File: src/cdm_pkg.sv
// Package: register map, field positions, reset values and rate tables of the clock manager
package cdm_pkg;
	// Clock and synthesizer rates
	localparam longint PCLK_HZ = 100000000;
	localparam longint SYNTH_48K_HZ = 24576000; // Synth clock for 48/32 kHz families
	localparam longint SYNTH_44K_HZ = 22579200; // Synth clock for 44.1 kHz family
	localparam int NCO_W = 32;
	// NCO carries twice per synth period, one per output edge
	localparam logic [NCO_W-1:0] NCO_INC_48K = NCO_W'((64'd2 * 64'(SYNTH_48K_HZ) << NCO_W) / 64'(PCLK_HZ));
	localparam logic [NCO_W-1:0] NCO_INC_44K = NCO_W'((64'd2 * 64'(SYNTH_44K_HZ) << NCO_W) / 64'(PCLK_HZ));
	// Register byte offsets
	localparam logic [7:0] OFS_FUNC_CTRL = 8'h00;
	localparam logic [7:0] OFS_IO_MAIN = 8'h04;
	localparam logic [7:0] OFS_OUT_CLK_CFG = 8'h08;
	localparam logic [7:0] OFS_REF_FREQ = 8'h0C;
	localparam logic [7:0] OFS_DSP_DIV = 8'h10;
	localparam logic [7:0] OFS_STATUS = 8'h14;
	// Field positions
	localparam int FLD_DSP_EN = 0;
	localparam int FLD_CODEC_EN = 1;
	localparam int FLD_BROADCAST = 1;
	localparam int FLD_SCALER_OFF = 8;
	localparam int FLD_EXTRA_DIV2 = 17;
	localparam int FLD_ST_LOCK = 4;
	localparam int FLD_ST_DEMAND = 5;
	localparam int FLD_ST_TRIM = 8;
	// Reset values
	localparam logic [31:0] RST_REF_FREQ_KHZ = 32'h0000_4800; // 18432 kHz nominal
	localparam logic [7:0] RST_DSP_DIV = 8'h04;
	localparam logic [15:0] PLL_LOCK_TOL = 16'h0004;
	// Sample rate codes
	typedef enum logic [3:0] {
		CDM_FS_48K, CDM_FS_44K1, CDM_FS_32K, CDM_FS_24K, CDM_FS_22K05,
		CDM_FS_16K, CDM_FS_12K, CDM_FS_11K025, CDM_FS_8K
	} cdm_fs_t;
	// Scaler division for the clock output, by sample rate
	function automatic logic [7:0] cdm_scaler(input logic [3:0] fs);
		logic [7:0] r;
		r = 8'h01;
		if (fs >= 4'h6) begin
			r = 8'h04;
		end else if (fs >= 4'h3) begin
			r = 8'h02;
		end
		return r;
	endfunction : cdm_scaler
	// Synth edges expected between two sample strobes of the incoming stream
	function automatic logic [15:0] cdm_edges_per_sample(input logic [3:0] fs);
		logic [15:0] r;
		r = 16'h0400; // 512 synth periods, two edges each
		if (fs == 4'h2) begin
			r = 16'h0600;
		end else if (fs == 4'h5) begin
			r = 16'h0C00;
		end else if (fs == 4'h8) begin
			r = 16'h1800;
		end else if (fs >= 4'h6) begin
			r = 16'h1000;
		end else if (fs >= 4'h3) begin
			r = 16'h0800;
		end
		return r;
	endfunction : cdm_edges_per_sample
endpackage : cdm_pkg

File: src/cdm_div_if.sv
// Interface: enable pulse divider request and result
`timescale 1ns/1ps
interface cdm_div_if;
	logic tick_in;
	logic [7:0] ratio;
	logic tick_out;
	modport owner (output tick_in, output ratio, input tick_out);
	modport divider (input tick_in, input ratio, output tick_out);
endinterface : cdm_div_if

File: src/cdm_clock_mgr.sv
// Module: decoder clock manager with synthesizer, PLL, DSP divider and clock output scaler
//
// Behaviour
// The reference frequency defaults to 18.432 MHz and may be reprogrammed.
// Software writes the nominal reference frequency when a different reference is fitted.
// A synthesizer clocked from the reference produces the internal clock edges; the NCO runs from pclk at PCLK_HZ and never reads ref_freq_khz.
// Bit 1 of the IO main control cell selects demand (0) or broadcast (1) reception.
// The synthesizer rate follows the sample rate of the stream being decoded.
// In broadcast mode a PLL trims the synthesizer to the incoming sample strobes.
// In demand mode the PLL is off and the device requests data on its demand pin.
// The DSP clock enable comes from its own programmable divider of the synth clock.
// The clock output pin runs from the synth clock only while DSP or codec is enabled.
// The output scaler divides by 1, 2 or 4 by sample rate, with a bypass bit and an extra halving bit.
`timescale 1ns/1ps
module cdm_clock_mgr
	import cdm_pkg::*;
(
	// Clock and reset
	input wire logic pclk,
	input wire logic presetn,
	// APB slave
	input wire logic psel,
	input wire logic penable,
	input wire logic pwrite,
	input wire logic [7:0] paddr,
	input wire logic [31:0] pwdata,
	output logic [31:0] prdata,
	output logic pready,
	output logic pslverr,
	// Decoder side
	input wire logic [3:0] stream_fs,
	input wire logic need_data,
	input wire logic sample_strobe,
	// Clock outputs
	output logic synth_tick,
	output logic dsp_clk_en,
	output logic clock_output_pin,
	output logic data_demand_pin_n
);
	logic [1:0] func_ctrl;
	logic broadcast;
	logic scaler_off;
	logic extra_div2;
	logic [31:0] ref_freq_khz;
	logic [7:0] dsp_div;
	logic [NCO_W-1:0] nco_acc;
	logic [NCO_W-1:0] nco_base;
	logic [NCO_W:0] nco_sum;
	logic signed [15:0] trim;
	logic [15:0] edge_count;
	logic [15:0] edge_expect;
	logic pll_lock;
	logic out_en;
	logic [7:0] out_ratio;
	logic [31:0] next_rdata;
	logic wr_access;
	cdm_div_if dsp_if ();
	cdm_div_if out_if ();

	assign wr_access = psel && penable && pwrite;

	// Function enables
	always_ff @(posedge pclk or negedge presetn) begin
		if (!presetn) begin
			func_ctrl <= 2'h0;
		end else if (wr_access && paddr == OFS_FUNC_CTRL) begin
			func_ctrl <= {pwdata[FLD_CODEC_EN], pwdata[FLD_DSP_EN]};
		end
	end

	// Reception mode select
	always_ff @(posedge pclk or negedge presetn) begin
		if (!presetn) begin
			broadcast <= 1'b0;
		end else if (wr_access && paddr == OFS_IO_MAIN) begin
			broadcast <= pwdata[FLD_BROADCAST];
		end
	end

	// Output clock config, writable only while the DSP runs; kept when it stops
	always_ff @(posedge pclk or negedge presetn) begin
		if (!presetn) begin
			scaler_off <= 1'b0;
			extra_div2 <= 1'b0;
		end else if (wr_access && paddr == OFS_OUT_CLK_CFG && func_ctrl[FLD_DSP_EN]) begin
			scaler_off <= pwdata[FLD_SCALER_OFF];
			extra_div2 <= pwdata[FLD_EXTRA_DIV2];
		end
	end

	// Nominal reference frequency in kHz
	always_ff @(posedge pclk or negedge presetn) begin
		if (!presetn) begin
			ref_freq_khz <= RST_REF_FREQ_KHZ;
		end else if (wr_access && paddr == OFS_REF_FREQ) begin
			ref_freq_khz <= pwdata;
		end
	end

	// DSP clock division, set by software to the lowest workable rate
	always_ff @(posedge pclk or negedge presetn) begin
		if (!presetn) begin
			dsp_div <= RST_DSP_DIV;
		end else if (wr_access && paddr == OFS_DSP_DIV) begin
			dsp_div <= pwdata[7:0];
		end
	end

	// Read data captured in the setup phase, so it comes from flops
	always_comb begin
		next_rdata = 32'h0000_0000;
		if (paddr == OFS_FUNC_CTRL) begin
			next_rdata[1:0] = func_ctrl;
		end else if (paddr == OFS_IO_MAIN) begin
			next_rdata[FLD_BROADCAST] = broadcast;
		end else if (paddr == OFS_OUT_CLK_CFG) begin
			next_rdata[FLD_SCALER_OFF] = scaler_off;
			next_rdata[FLD_EXTRA_DIV2] = extra_div2;
		end else if (paddr == OFS_REF_FREQ) begin
			next_rdata = ref_freq_khz;
		end else if (paddr == OFS_DSP_DIV) begin
			next_rdata[7:0] = dsp_div;
		end else if (paddr == OFS_STATUS) begin
			next_rdata[3:0] = stream_fs;
			next_rdata[FLD_ST_LOCK] = pll_lock;
			next_rdata[FLD_ST_DEMAND] = !data_demand_pin_n;
			next_rdata[FLD_ST_TRIM +: 16] = trim;
		end
	end

	always_ff @(posedge pclk or negedge presetn) begin
		if (!presetn) begin
			prdata <= 32'h0000_0000;
			pslverr <= 1'b0;
		end else if (psel && !penable) begin
			prdata <= pwrite ? 32'h0000_0000 : next_rdata;
			pslverr <= paddr > OFS_STATUS || paddr[1:0] != 2'h0 || (pwrite && paddr == OFS_STATUS);
		end
	end

	assign pready = 1'b1;

	// Synthesizer rate picked by sample rate family, trimmed by the PLL
	always_comb begin
		nco_base = (stream_fs == 4'(CDM_FS_44K1) || stream_fs == 4'(CDM_FS_22K05) || stream_fs == 4'(CDM_FS_11K025))
			? NCO_INC_44K : NCO_INC_48K;
		nco_sum = {1'b0, nco_acc} + {1'b0, nco_base} + (NCO_W+1)'(signed'(trim));
	end

	// NCO accumulator, carry gives one synth edge
	always_ff @(posedge pclk or negedge presetn) begin
		if (!presetn) begin
			nco_acc <= '0;
			synth_tick <= 1'b0;
		end else begin
			nco_acc <= nco_sum[NCO_W-1:0];
			synth_tick <= nco_sum[NCO_W];
		end
	end

	// Synth edges counted between incoming sample strobes
	assign edge_expect = cdm_edges_per_sample(stream_fs);

	always_ff @(posedge pclk or negedge presetn) begin
		if (!presetn) begin
			edge_count <= 16'h0000;
		end else if (sample_strobe) begin
			edge_count <= {15'h0000, synth_tick};
		end else if (synth_tick && edge_count != 16'hFFFF) begin
			edge_count <= edge_count + 16'h0001;
		end
	end

	// PLL loop: speed up when too few edges per sample, slow down when too many
	always_ff @(posedge pclk or negedge presetn) begin
		if (!presetn) begin
			trim <= 16'sh0000;
			pll_lock <= 1'b0;
		end else if (!broadcast) begin
			trim <= 16'sh0000;
			pll_lock <= 1'b0;
		end else if (sample_strobe) begin
			if (edge_count < edge_expect && trim != 16'sh7FFF) begin
				trim <= trim + 16'sh0001;
			end else if (edge_count > edge_expect && trim != 16'sh8000) begin
				trim <= trim - 16'sh0001;
			end
			pll_lock <= (edge_count > edge_expect ? edge_count - edge_expect : edge_expect - edge_count) <= PLL_LOCK_TOL;
		end
	end

	// Demand pin asks the host for data only in demand mode
	always_ff @(posedge pclk or negedge presetn) begin
		if (!presetn) begin
			data_demand_pin_n <= 1'b1;
		end else begin
			data_demand_pin_n <= !(need_data && !broadcast);
		end
	end

	// DSP clock divider
	assign dsp_if.tick_in = synth_tick;
	assign dsp_if.ratio = dsp_div;
	assign dsp_clk_en = dsp_if.tick_out;

	cdm_pulse_div u_dsp_div (
		.pclk(pclk),
		.presetn(presetn),
		.div(dsp_if)
	);

	// Clock output scaler
	always_comb begin
		out_en = func_ctrl[FLD_DSP_EN] || func_ctrl[FLD_CODEC_EN];
		if (scaler_off) begin
			out_ratio = 8'h01;
		end else begin
			out_ratio = cdm_scaler(stream_fs) << extra_div2;
		end
	end

	assign out_if.tick_in = synth_tick && out_en;
	assign out_if.ratio = out_ratio;

	cdm_pulse_div u_out_div (
		.pclk(pclk),
		.presetn(presetn),
		.div(out_if)
	);

	// Output pin toggles per scaled edge, held low while both functions are off
	always_ff @(posedge pclk or negedge presetn) begin
		if (!presetn) begin
			clock_output_pin <= 1'b0;
		end else if (!out_en) begin
			clock_output_pin <= 1'b0;
		end else if (out_if.tick_out) begin
			clock_output_pin <= !clock_output_pin;
		end
	end
endmodule : cdm_clock_mgr

File: src/cdm_pulse_div.sv
// Module: divides a stream of enable pulses by a programmable ratio
`timescale 1ns/1ps
module cdm_pulse_div
	import cdm_pkg::*;
(
	// Clock and reset
	input wire logic pclk,
	input wire logic presetn,
	// Divider port
	cdm_div_if.divider div
);
	logic [7:0] count;

	// Count input pulses, emit one pulse per ratio; ratio 0 acts as 1
	always_ff @(posedge pclk or negedge presetn) begin
		if (!presetn) begin
			count <= 8'h00;
		end else if (div.tick_in) begin
			if (count + 8'h01 >= div.ratio) begin
				count <= 8'h00;
			end else begin
				count <= count + 8'h01;
			end
		end
	end

	assign div.tick_out = div.tick_in && (count + 8'h01 >= div.ratio);
endmodule : cdm_pulse_div

File: config.mk
export PLATFORM = sky130hd
export DESIGN_NAME = cdm_clock_mgr
export DESIGN_NICKNAME = d
export VERILOG_FILES = /design/src/cdm_pkg.sv /design/src/cdm_div_if.sv /design/src/cdm_clock_mgr.sv /design/src/cdm_pulse_div.sv
export SDC_FILE = /design/constraint.sdc
export NUM_CORES = 1
export LEC_CHECK = 0
export BUFFER_PORTS_ARGS = -buffer_cell sky130_fd_sc_hd__buf_2
export CORE_MARGIN = 4
export CORE_UTILIZATION = 35
export DETAILED_ROUTE_END_ITERATION = 12
export HOLD_SLACK_MARGIN = 0.1
export SETUP_SLACK_MARGIN = 0.1
export SLEW_MARGIN = 20
export SYNTH_ARGS = -nofsm -noshare
export SYNTH_HDL_FRONTEND = slang
export SYNTH_SLANG_ARGS = --single-unit
File: constraint.sdc
create_clock -name pclk -period 4.38 [get_ports pclk]
set_input_delay 0.657 -clock pclk [delete_from_list [all_inputs] [get_ports pclk]]
set_output_delay 0.657 -clock pclk [all_outputs]
set_load 0.02 [all_outputs]
# Yosys cells after proc, flatten, opt, wreduce, memory -nomap -nowiden
# Index checks and enable logic that the tools add are counted.
[classes]
shift = 1
mul = 0
addsub = 9
eq_ne = 17
reduce_logical = 31
n_mux = 41
n_bitwise = 0
order_cmp = 8
div_mod_pow = 0
[ops]
columns = ["cell", "n"]
rows = [
  ["2-to-1 mux 16 bit", 9],
  ["2-to-1 mux 30 bit", 2],
  ["2-to-1 mux 8 bit", 7],
  ["2-to-1 mux 13 bit", 4],
  ["inequality test 16 bit (second input constant)", 3],
  ["adder 32 x 31 -> 33 bit", 1],
  ["adder 33 bit", 1],
  ["2-to-1 mux 32 bit", 1],
  ["subtractor 16 bit", 2],
  ["2-to-1 mux 28 bit", 1],
  ["2-to-1 mux 24 bit", 1],
  ["logical AND 1 bit", 17],
  ["adder 16 x 1 -> 16 bit (second input constant)", 1],
  ["adder 16 x 2 -> 16 bit (second input constant)", 1],
  ["adder 8 x 1 -> 8 bit (second input constant)", 2],
  ["== test 8 x 4 -> 1 bit (second input constant)", 2],
  ["== test 8 x 5 -> 1 bit (second input constant)", 2],
  [">= comparator 8 bit", 2],
  ["greater-than comparator 16 bit", 1],
  ["<= comparator 16 x 3 -> 1 bit (second input constant)", 1],
  ["< comparator 16 bit", 1],
  ["subtractor 16 x 2 -> 16 bit (second input constant)", 1],
  ["2-to-1 mux 14 bit", 1],
  ["== test 4 x 3 -> 1 bit (second input constant)", 3],
  ["21 further kinds", 40],
]
[word_totals]
wordCells = 124
register_bits = 162
rom_bits = 0
out_inout_bits = 38
mem_count = 0
latch_bits = 0
ramBits = 0

# Longest topological paths before layout
# Gate-level depths: netlist (run 1).
[depth]
ltp_word = 12
mapped_depth = 21
mapped_depth_nobuf = 19

# By module
# Synthesis (run 1) repeated with hierarchy kept, for this count alone.
[hier_totals]
hier_cells = 1161
hier_area_um2 = 10939.2
[modules_own_cells]
columns = ["mod", "cells_per_inst", "instances", "seq_area_each_um2", "area_per_inst_um2"]
rows = [
  ["cdm_clock_mgr", 1015, 1, 3658.5, 9603.0],
  ["cdm_pulse_div", 73, 2, 200.2, 668.1],
]

# Worst setup path before layout (run 1)
# Ideal clock, no wire load.
[synth_path]
path_kind = "in2reg"
startpoint = "in stream_fs[3]"
endpoint = "reg trim[15]"
arrival_time_ns = 4.631
setup_time_ns = 0.126
stages = 21
slack_ns = -0.377
path_buffers = 2
cell_sequence = "clkbuf_1 inv_1 nor3_1 a21oi_1 o32a_1 inv_1 ha_1 clkbuf_1 o21ai_2 a21boi_2 or4b_4 ha_1 a21o_1 a21o_1 a211oi_2 o21a_1 o31a_2 o21bai_2 o21ba_1 o21a_1 o32a_1"
[synth_via]
elab_chain_cells = 11
elab_cells_between_ends = 19
classes_between = "4 x order compare; 4 x eq/ne; 8 x mux; 3 x reduce/logical"
[synth_lines]
columns = ["element", "line", "text"]
rows = [
  ["start, declared", "cdm_clock_mgr.sv:31", "input wire logic [3:0] stream_fs,"],
  [">= comparator 4 x 2 -> 1 bit", "cdm_pkg.sv:59", "end else if (fs >= 4'h3) begin"],
  ["2-to-1 mux 12 bit", "cdm_pkg.sv:59", ""],
  ["2-to-1 mux 13 bit", "cdm_pkg.sv:57", "end else if (fs >= 4'h6) begin"],
  ["2-to-1 mux 13 bit", "cdm_pkg.sv:55", "end else if (fs == 4'h8) begin"],
  ["2-to-1 mux 13 bit", "cdm_pkg.sv:53", "end else if (fs == 4'h5) begin"],
  ["2-to-1 mux 13 bit (*)", "cdm_pkg.sv:51", "if (fs == 4'h2) begin"],
  ["< comparator 16 bit", "cdm_clock_mgr.sv:183", "if (edge_count < edge_expect && trim != 16'sh7FFF) begin"],
  ["logical AND 1 bit", "cdm_clock_mgr.sv:183", ""],
  ["2-to-1 mux 16 bit", "cdm_clock_mgr.sv:183", ""],
  ["2-to-1 mux 16 bit", "cdm_clock_mgr.sv:182", "end else if (sample_strobe) begin"],
  ["2-to-1 mux 16 bit", "cdm_clock_mgr.sv:179", "end else if (!broadcast) begin"],
  ["end signal, assigned", "cdm_clock_mgr.sv:184", "trim <= trim + 16'sh0001;"],
  ["end signal, assigned", "cdm_clock_mgr.sv:186", "trim <= trim - 16'sh0001;"],
  ["end, declared", "cdm_clock_mgr.sv:49", "logic signed [15:0] trim;"],
]
# Every way passes the cells marked *; elsewhere a longest branch is shown, timed or not. The select of a mux whose other input is x is not followed.
# A chain may end at the register's enable or synchronous reset.

# Worst setup path in the final report (run 1)
[layout_path]
startpoint = "in stream_fs[0]"
endpoint = "reg trim[15]"
# Same word-level chain as after synthesis.

==> results of run 1 <==
-- power by group through the flow --
stage | Combinational (mW) | Sequential, mW | Clock, mW
after floorplan | 2.00 | 1.84 | 0
after global placement | 2.50 | 1.87 | 0
after detailed placement | 2.54 | 1.88 | 0
after CTS | 2.57 | 1.85 | 1.54
after global routing | 2.93 | 1.88 | 1.60
final | 2.55 | 1.85 | 1.50
-- cell families (layout without fill, tap and decap cells) --
kind of cell               after synthesis  count (layout)  share of synthesized area
other                                    1               2                   0.000353
buffers and inverters                  138             268                     0.0524
adders and majority gates              106             106                      0.138
and+or+nand+nor                        287             287                      0.137
muxes                                   55              55                     0.0589
DFF                                    162             162                      0.382
AOI/OAI and AO/OA                      266             266                      0.174
xor gates and xnor gates                68              68                     0.0561
-- worst max-delay path, cell delays in order --
cell	delay, ns
buf_2	0.15
inv_1	0.05
a21oi_1	0.12
and2_4	0.16
ha_1	0.22
nor2b_1	0.14
o21ai_2	0.14
a21boi_2	0.09
or4b_4	0.63
buf_4	0.21
ha_1	0.29
o21ai_0	0.12
o21a_1	0.23
o31a_2	0.38
o21bai_4	0.18
a31oi_2	0.13
o221a_2	0.28
o32a_1	0.17
-- through the flow --
stage          TNS, ns  instances  setup slack (ns)  instance area, um2
6_report             0       1604             0.358               12400
5_1_grt              0       1604             0.142               12400
4_1_cts              0       1603             0.351               12400
3_5_place_dp    -0.226       1571            -0.113               11800
3_3_place_gp   -0.0642       1571           -0.0380               11800
2_1_floorplan  -0.0639       1083           -0.0639               10700
-- final timing paths --
path	startpoint	end	cells after the start
setup / recovery	stream_fs[0]	trim[15]$_DFFE_PN0P_	18
hold / removal	presetn	trim[10]$_DFFE_PN0P_	1
setup reg to reg	edge_count[10]$_DFFE_PN0P_	trim[15]$_DFFE_PN0P_	15
hold reg to reg	prdata[30]$_DFFE_PN0P_	prdata[30]$_DFFE_PN0P_	2
max in group asynchronous	presetn	ref_freq_khz[29]$_DFFE_PN0P_	2
min in group pclk	need_data	data_demand_pin_n$_DFF_PN1_	2
-- routing by layer --
layer / vias up / GRT usage
li1: 4068 / -
met5: - / 0
met1: 4114 / 0.221
met4: 0 / 0.0336
met2: 115 / 0.262
met3: 14 / 0.0285
-- final cells by class --
cell class,count,area [um2],share of cell area
timing repair buffer,138,837,0.0674
clock inverter,15,169,0.0136
sequential,162,4060,0.327
multi-input combinational,783,6060,0.488
inverter,98,370,0.0298
antenna,1,2.50,0.000202
tap,390,488,0.0393
clock buffer,17,425,0.0343
-- synthesized netlist by cell type, types with 9 or more instances --
| cell type | number | share of area |
|---|---|---|
| a21o_1 | 28 | 0.020 |
| a21oi_1 | 59 | 0.028 |
| a22o_1 | 14 | 0.012 |
| a22oi_1 | 20 | 0.014 |
| and2_1 | 12 | 0.0071 |
| and3_1 | 9 | 0.0053 |
| clkbuf_1 | 25 | 0.0088 |
| dfrtp_1 | 158 | 0.37 |
| fa_1 | 19 | 0.036 |
| ha_1 | 87 | 0.10 |
| inv_1 | 96 | 0.034 |
| mux2_2 | 50 | 0.053 |
| nand2_1 | 92 | 0.033 |
| nand2b_1 | 14 | 0.0082 |
| nand3_1 | 36 | 0.017 |
| nand4_1 | 14 | 0.0082 |
| nor2_1 | 53 | 0.019 |
| nor3_1 | 15 | 0.0071 |
| o21ai_0 | 59 | 0.028 |
| xnor2_1 | 35 | 0.029 |
| xor2_1 | 33 | 0.027 |
-- flip-flops by register name (all words and copies together) (netlist names) --
signal	count
nco_acc	32
prdata	32
ref_freq_khz	32
edge_count	16
trim	16
dsp_div	8
u_dsp_div.count	8
u_out_div.count	8
func_ctrl	2
broadcast	1
clock_output_pin	1
data_demand_pin_n	1
extra_div2	1
pll_lock	1
pslverr	1
scaler_off	1
synth_tick	1
==> flow_summary.yaml, run 1 <==
timing:
  max_clock_freq_ghz: 0.249
  period_minus_slack_ns: 4.02
  fin_worst_skew_ns: 0.0180
  hold_slack_ns: 0.215
  finalCritPeriodShare: 0.918
  maxSlewViolCount: 0
  finalSetupViolCount: 0
  max_slew_margin: 0.374
  rsz0062_at_grt: "no"
  worst_pin_slew_ns: 0.935
  finalHoldViolations: 0
clock_network:
  cts_resized: 0
  cts_root_buffer: "clkbuf_16"
  numCtsBuffers: 17
  cts_tree: "yes"
  insertion_delay_ns: 0.44
  cts_hold_buf: 0
  cts_setup_buffers: 0
  clockBufferDepth: 2
  cts_num_sinks: 162
  htree_levels: 4
  clk_pin_slew_ns: 0.08
place:
  dp_hpwl_um: 19200
  io_buffer_count: 87
  gp_congestion: 0.827
synthesis:
  syn_area_mm2: 0.0106
  synthCells: 1083
  syn_nets: 1240
  ys_async_sr_fraction: 1.00
  ys_dominant_reg_cell: "dfrtp_1"
  synth_edf_count: 0
  ys_seq_elements: 162
  ys_types: 85
  syn_avg_cell_area_um2: 9.81
  seq_area_frac_synth: 0.382
  yosysWarnings: 0
drt:
  top_layer_used: "met4"
  num_vias: 8311
  wl_um: 25900
  drc: 0
  met3_length_um: 812
  ant_nets: 0
  wire_per_inst_um: 16.2
  via_per_inst: 5.18
  dr.pass1.iters: 4
  drtIter0Drc: 476
  met2RoutedLength_um: 12200
  m1WireLength_um: 12700
worst_setup_path:
  cp-start-kind: "primary input"
  crit_path_end_kind: "flip-flop"
  cp_data_required_time_ns: 4.71
  worstSetupPathType: "in -> reg"
  r2r_slack_ns: 0.38
  critPathMaxFanout: 7
  cp.arrival_ns: 4.35
die:
  rows: 63
  die_x_um: 182
  dieArea_mm2: 0.0332
  start_util: 0.356
  die_y_um: 182
  core_area_mm2: 0.0298
  num_io_pins: 89
global_route:
  grt_antenna_before_repair: 1
  grt_pass1_wl_um: 43300
  grt_pass1_vias: 8401
  grt_max_degree: 93
  grt_overflow: 0
  grt_usage: 0.159
power:
  p_switching_mw: 2.28
  power.total_mw: 5.89
  ir_worst_vdd_v: 0.000254
  comb_power_share: 0.433
  power.leakage_nw: 6.15
  seqPwrFrac: 0.313
  switching_share: 0.388
  power_frac_clock: 0.254
  p_int_mw: 3.61
  p_per_area_mw_per_mm2: 475
final_layout:
  final_common_cell: "dfrtp_1"
  nets: 1357
  fin_util: 0.417
  fillCellCount: 2950
  syn_to_final_growth_pct: 16.9
  layout_common_cells: "dfrtp_1 (158), inv_1 (95), nand2_1 (90), buf_2 (86), ha_1 (85)"
  drive_above_1_share: 0.219
run_status:
  status: "completed"
job:
  drv_cap: 0
min_path:
  hold_class: "in -> async"
Power figures use the tool's default switching activity.
==> run 2: changes to the inputs <==
CORE_UTILIZATION = 38   (was 35)
clock period = 3.2 ns   (was 4.38 ns; I/O delays follow)
==> run 2 against run 1 <==
  * The flow now finishes with violations (setup timing)
  * Non-clock buffer count grew 137
  * Worst setup slack got worse by 0.85 ns
  * Critical path depth down 3
  * Utilization grew 10 points
  * Critical endpoint unchanged
  * Highest routed layer unchanged
  * Critical path type is now reg -> reg
  * Global-route usage is 2.5 points higher
  * Sequential cell count unchanged
  * Cell count increased by 7.4%
  * Combinational power increased by 97%
  * Via count is 6.7% higher
  * Clock-buffer cell count increased by 2
  * Total power rose by 65%
  * Sequential share of layout area is 4.0 points lower
==> flow_summary.yaml, run 2 (synthesis results as in run 1) <==
run_status:
  status: "finished, violations left"
  failed_checks: "setup timing"
clock_network:
  clk_pin_slew_ns: 0.08
  cts_tree: "yes"
  clockBufferDepth: 2
  insertion_delay_ns: 0.44
  cts_root_buffer: "clkbuf_16"
  cts_num_sinks: 162
  numCtsBuffers: 17
  htree_levels: 4
final_layout:
  layout_common_cells: "buf_4 (170), dfrtp_1 (157), nand2_1 (88), inv_1 (87), buf_2 (81)"
  final_common_cell: "buf_4"
  syn_to_final_growth_pct: 33.1
  reg.largest.list: "nco_acc: 32 flops, prdata: 32 flops, ref_freq_khz: 32 flops"
  fin_util: 0.519
  drive_above_1_share: 0.364
  seq_area_mm2: 0.00406
  multi_input_area_mm2: 0.00663
  nets: 1494
  diodes: 0
  fillCellCount: 2456
worst_setup_path:
  cp.arrival_ns: 4.01
  cp-start-kind: "flip-flop"
  worstSetupPathType: "reg -> reg"
  cp_data_required_time_ns: 3.52
  critPathMaxFanout: 6
  crit_path_end_kind: "flip-flop"
timing:
  max_clock_freq_ghz: 0.271
  finalHoldViolations: 0
  finalSetupViolCount: 14
  worst_slack_ns: -0.491
  period_minus_slack_ns: 3.69
  fin_worst_skew_ns: 0.0186
  max_slew_margin: 0.368
  finalCritPeriodShare: 1.15
  rsz0062_at_grt: "yes"
  worst_pin_slew_ns: 0.939
  maxSlewViolCount: 0
drt:
  wire_per_inst_um: 16.5
  dr.pass1.iters: 5
  num_vias: 8870
  drc: 0
  ant_nets: 0
  via_per_inst: 5.15
  drtIter0Drc: 479
  wl_um: 28400
power:
  power.leakage_nw: 6.98
  ir_worst_vdd_v: 0.000564
  power.total_mw: 9.73
  p_per_area_mw_per_mm2: 689
die:
  die_y_um: 175
  start_util: 0.390
  num_io_pins: 89
  rows: 60
  core_area_mm2: 0.0273
  die_x_um: 175
  dieArea_mm2: 0.0307
global_route:
  grt_pass1_vias: 9074
  grt_max_degree: 52
  grt_pass1_wl_um: 46400
  grt_antenna_before_repair: 0
  grt_usage: 0.184
  grt_overflow: 0
place:
  dp_hpwl_um: 20600
  gp_congestion: 0.850
  io_buffer_count: 87
min_path:
  hold_class: "in -> reg"
job:
  drv_cap: 0
run 2: cell count changes in the layout (fill, tap and decap cells not counted), sizes merged, moves of 2 or more:
| cell | before | now |
|---|---|---|
| clkinv | 8 | 5 |
| buf | 138 | 274 |
| bufinv | 0 | 3 |
| clkbuf | 17 | 19 |
run 2: path summary, 6_finish.rpt:
path                       slack (ns)                          end                        from  depth (start not counted)
setup / recovery                -0.49         trim[15]$_DFFE_PN0P_  edge_count[10]$_DFFE_PN0P_                         15
hold / removal                   0.18  data_demand_pin_n$_DFF_PN1_                   need_data                          2
setup reg to reg                -0.49         trim[15]$_DFFE_PN0P_  edge_count[10]$_DFFE_PN0P_                         15
hold reg to reg                  0.48       prdata[26]$_DFFE_PN0P_      prdata[26]$_DFFE_PN0P_                          2
max in group asynchronous        1.83  data_demand_pin_n$_DFF_PN1_                     presetn                          3
min in group asynchronous        0.57    edge_count[9]$_DFFE_PN0P_                     presetn                          2
run 2: what timing repair did:
| item | 4_1_cts | 5_1_grt |
|---|---|---|
| endpoints found under the hold margin | 47 | 0 |
| buffers inserted | 17 | 8 |
| setup endpoints to repair | 29 | 31 |
| hold buffers | 1 | 0 |
| gates resized for setup | 90 | 55 |
| pin swaps | 78 | 72 |
run 2: area by class of cell:
class,count,area share
multi-input cells,783,0.469
inverters,98,0.0264
clock buffers,19,0.0313
well taps,372,0.0329
repair buffers,275,0.140
clock inverters,13,0.0125
flip-flops and latches,162,0.287
run 2: metal layers:
layer  global-route usage  vias up  wire [um]
li1                     -     4334          -
met1                0.247     4382      13100
met4               0.0390        0        331
met5                    0        -          0
met2                0.311      125      14000
met3               0.0355       29        946
run 2: stage by stage:
| stage | setup WS, ns | cell area (um2) | TNS (ns) | hold WS [ns] | cells |
|---|---|---|---|---|---|
| CTS | -0.472 | 13800 | -3.16 | 0.172 | 1715 |
| finish | -0.491 | 14100 | -2.58 | 0.175 | 1722 |
| global route | -0.563 | 14100 | -4.80 | 0.157 | 1722 |
| global placement | -0.989 | 12600 | -20.71 | 0.460 | 1666 |
| detailed placement | -1.07 | 12600 | -22.09 | 0.466 | 1666 |
| floorplan | -1.06 | 10700 | -20.27 | 0.184 | 1083 |
run 2: power by group:
part | total [mW] | internal [mW] | switching, mW
sequential | 2.51 | 2.35 | 0.165
combinational | 5.02 | 2.53 | 2.50
clock | 2.20 | 1.27 | 0.932
run 2: worst max-delay path, stage by stage, from the launching register on:
cell,delay (ns)
dfrtp_1,0.39
inv_2,0.08
ha_4,0.20
nor2b_4,0.12
o21ai_2,0.15
a21boi_2,0.09
or4b_4,0.61
buf_6,0.17
ha_1,0.30
or2_2,0.33
a21oi_2,0.20
o31a_2,0.20
o21bai_4,0.10
o21ba_4,0.20
o21a_1,0.16
o32a_1,0.28
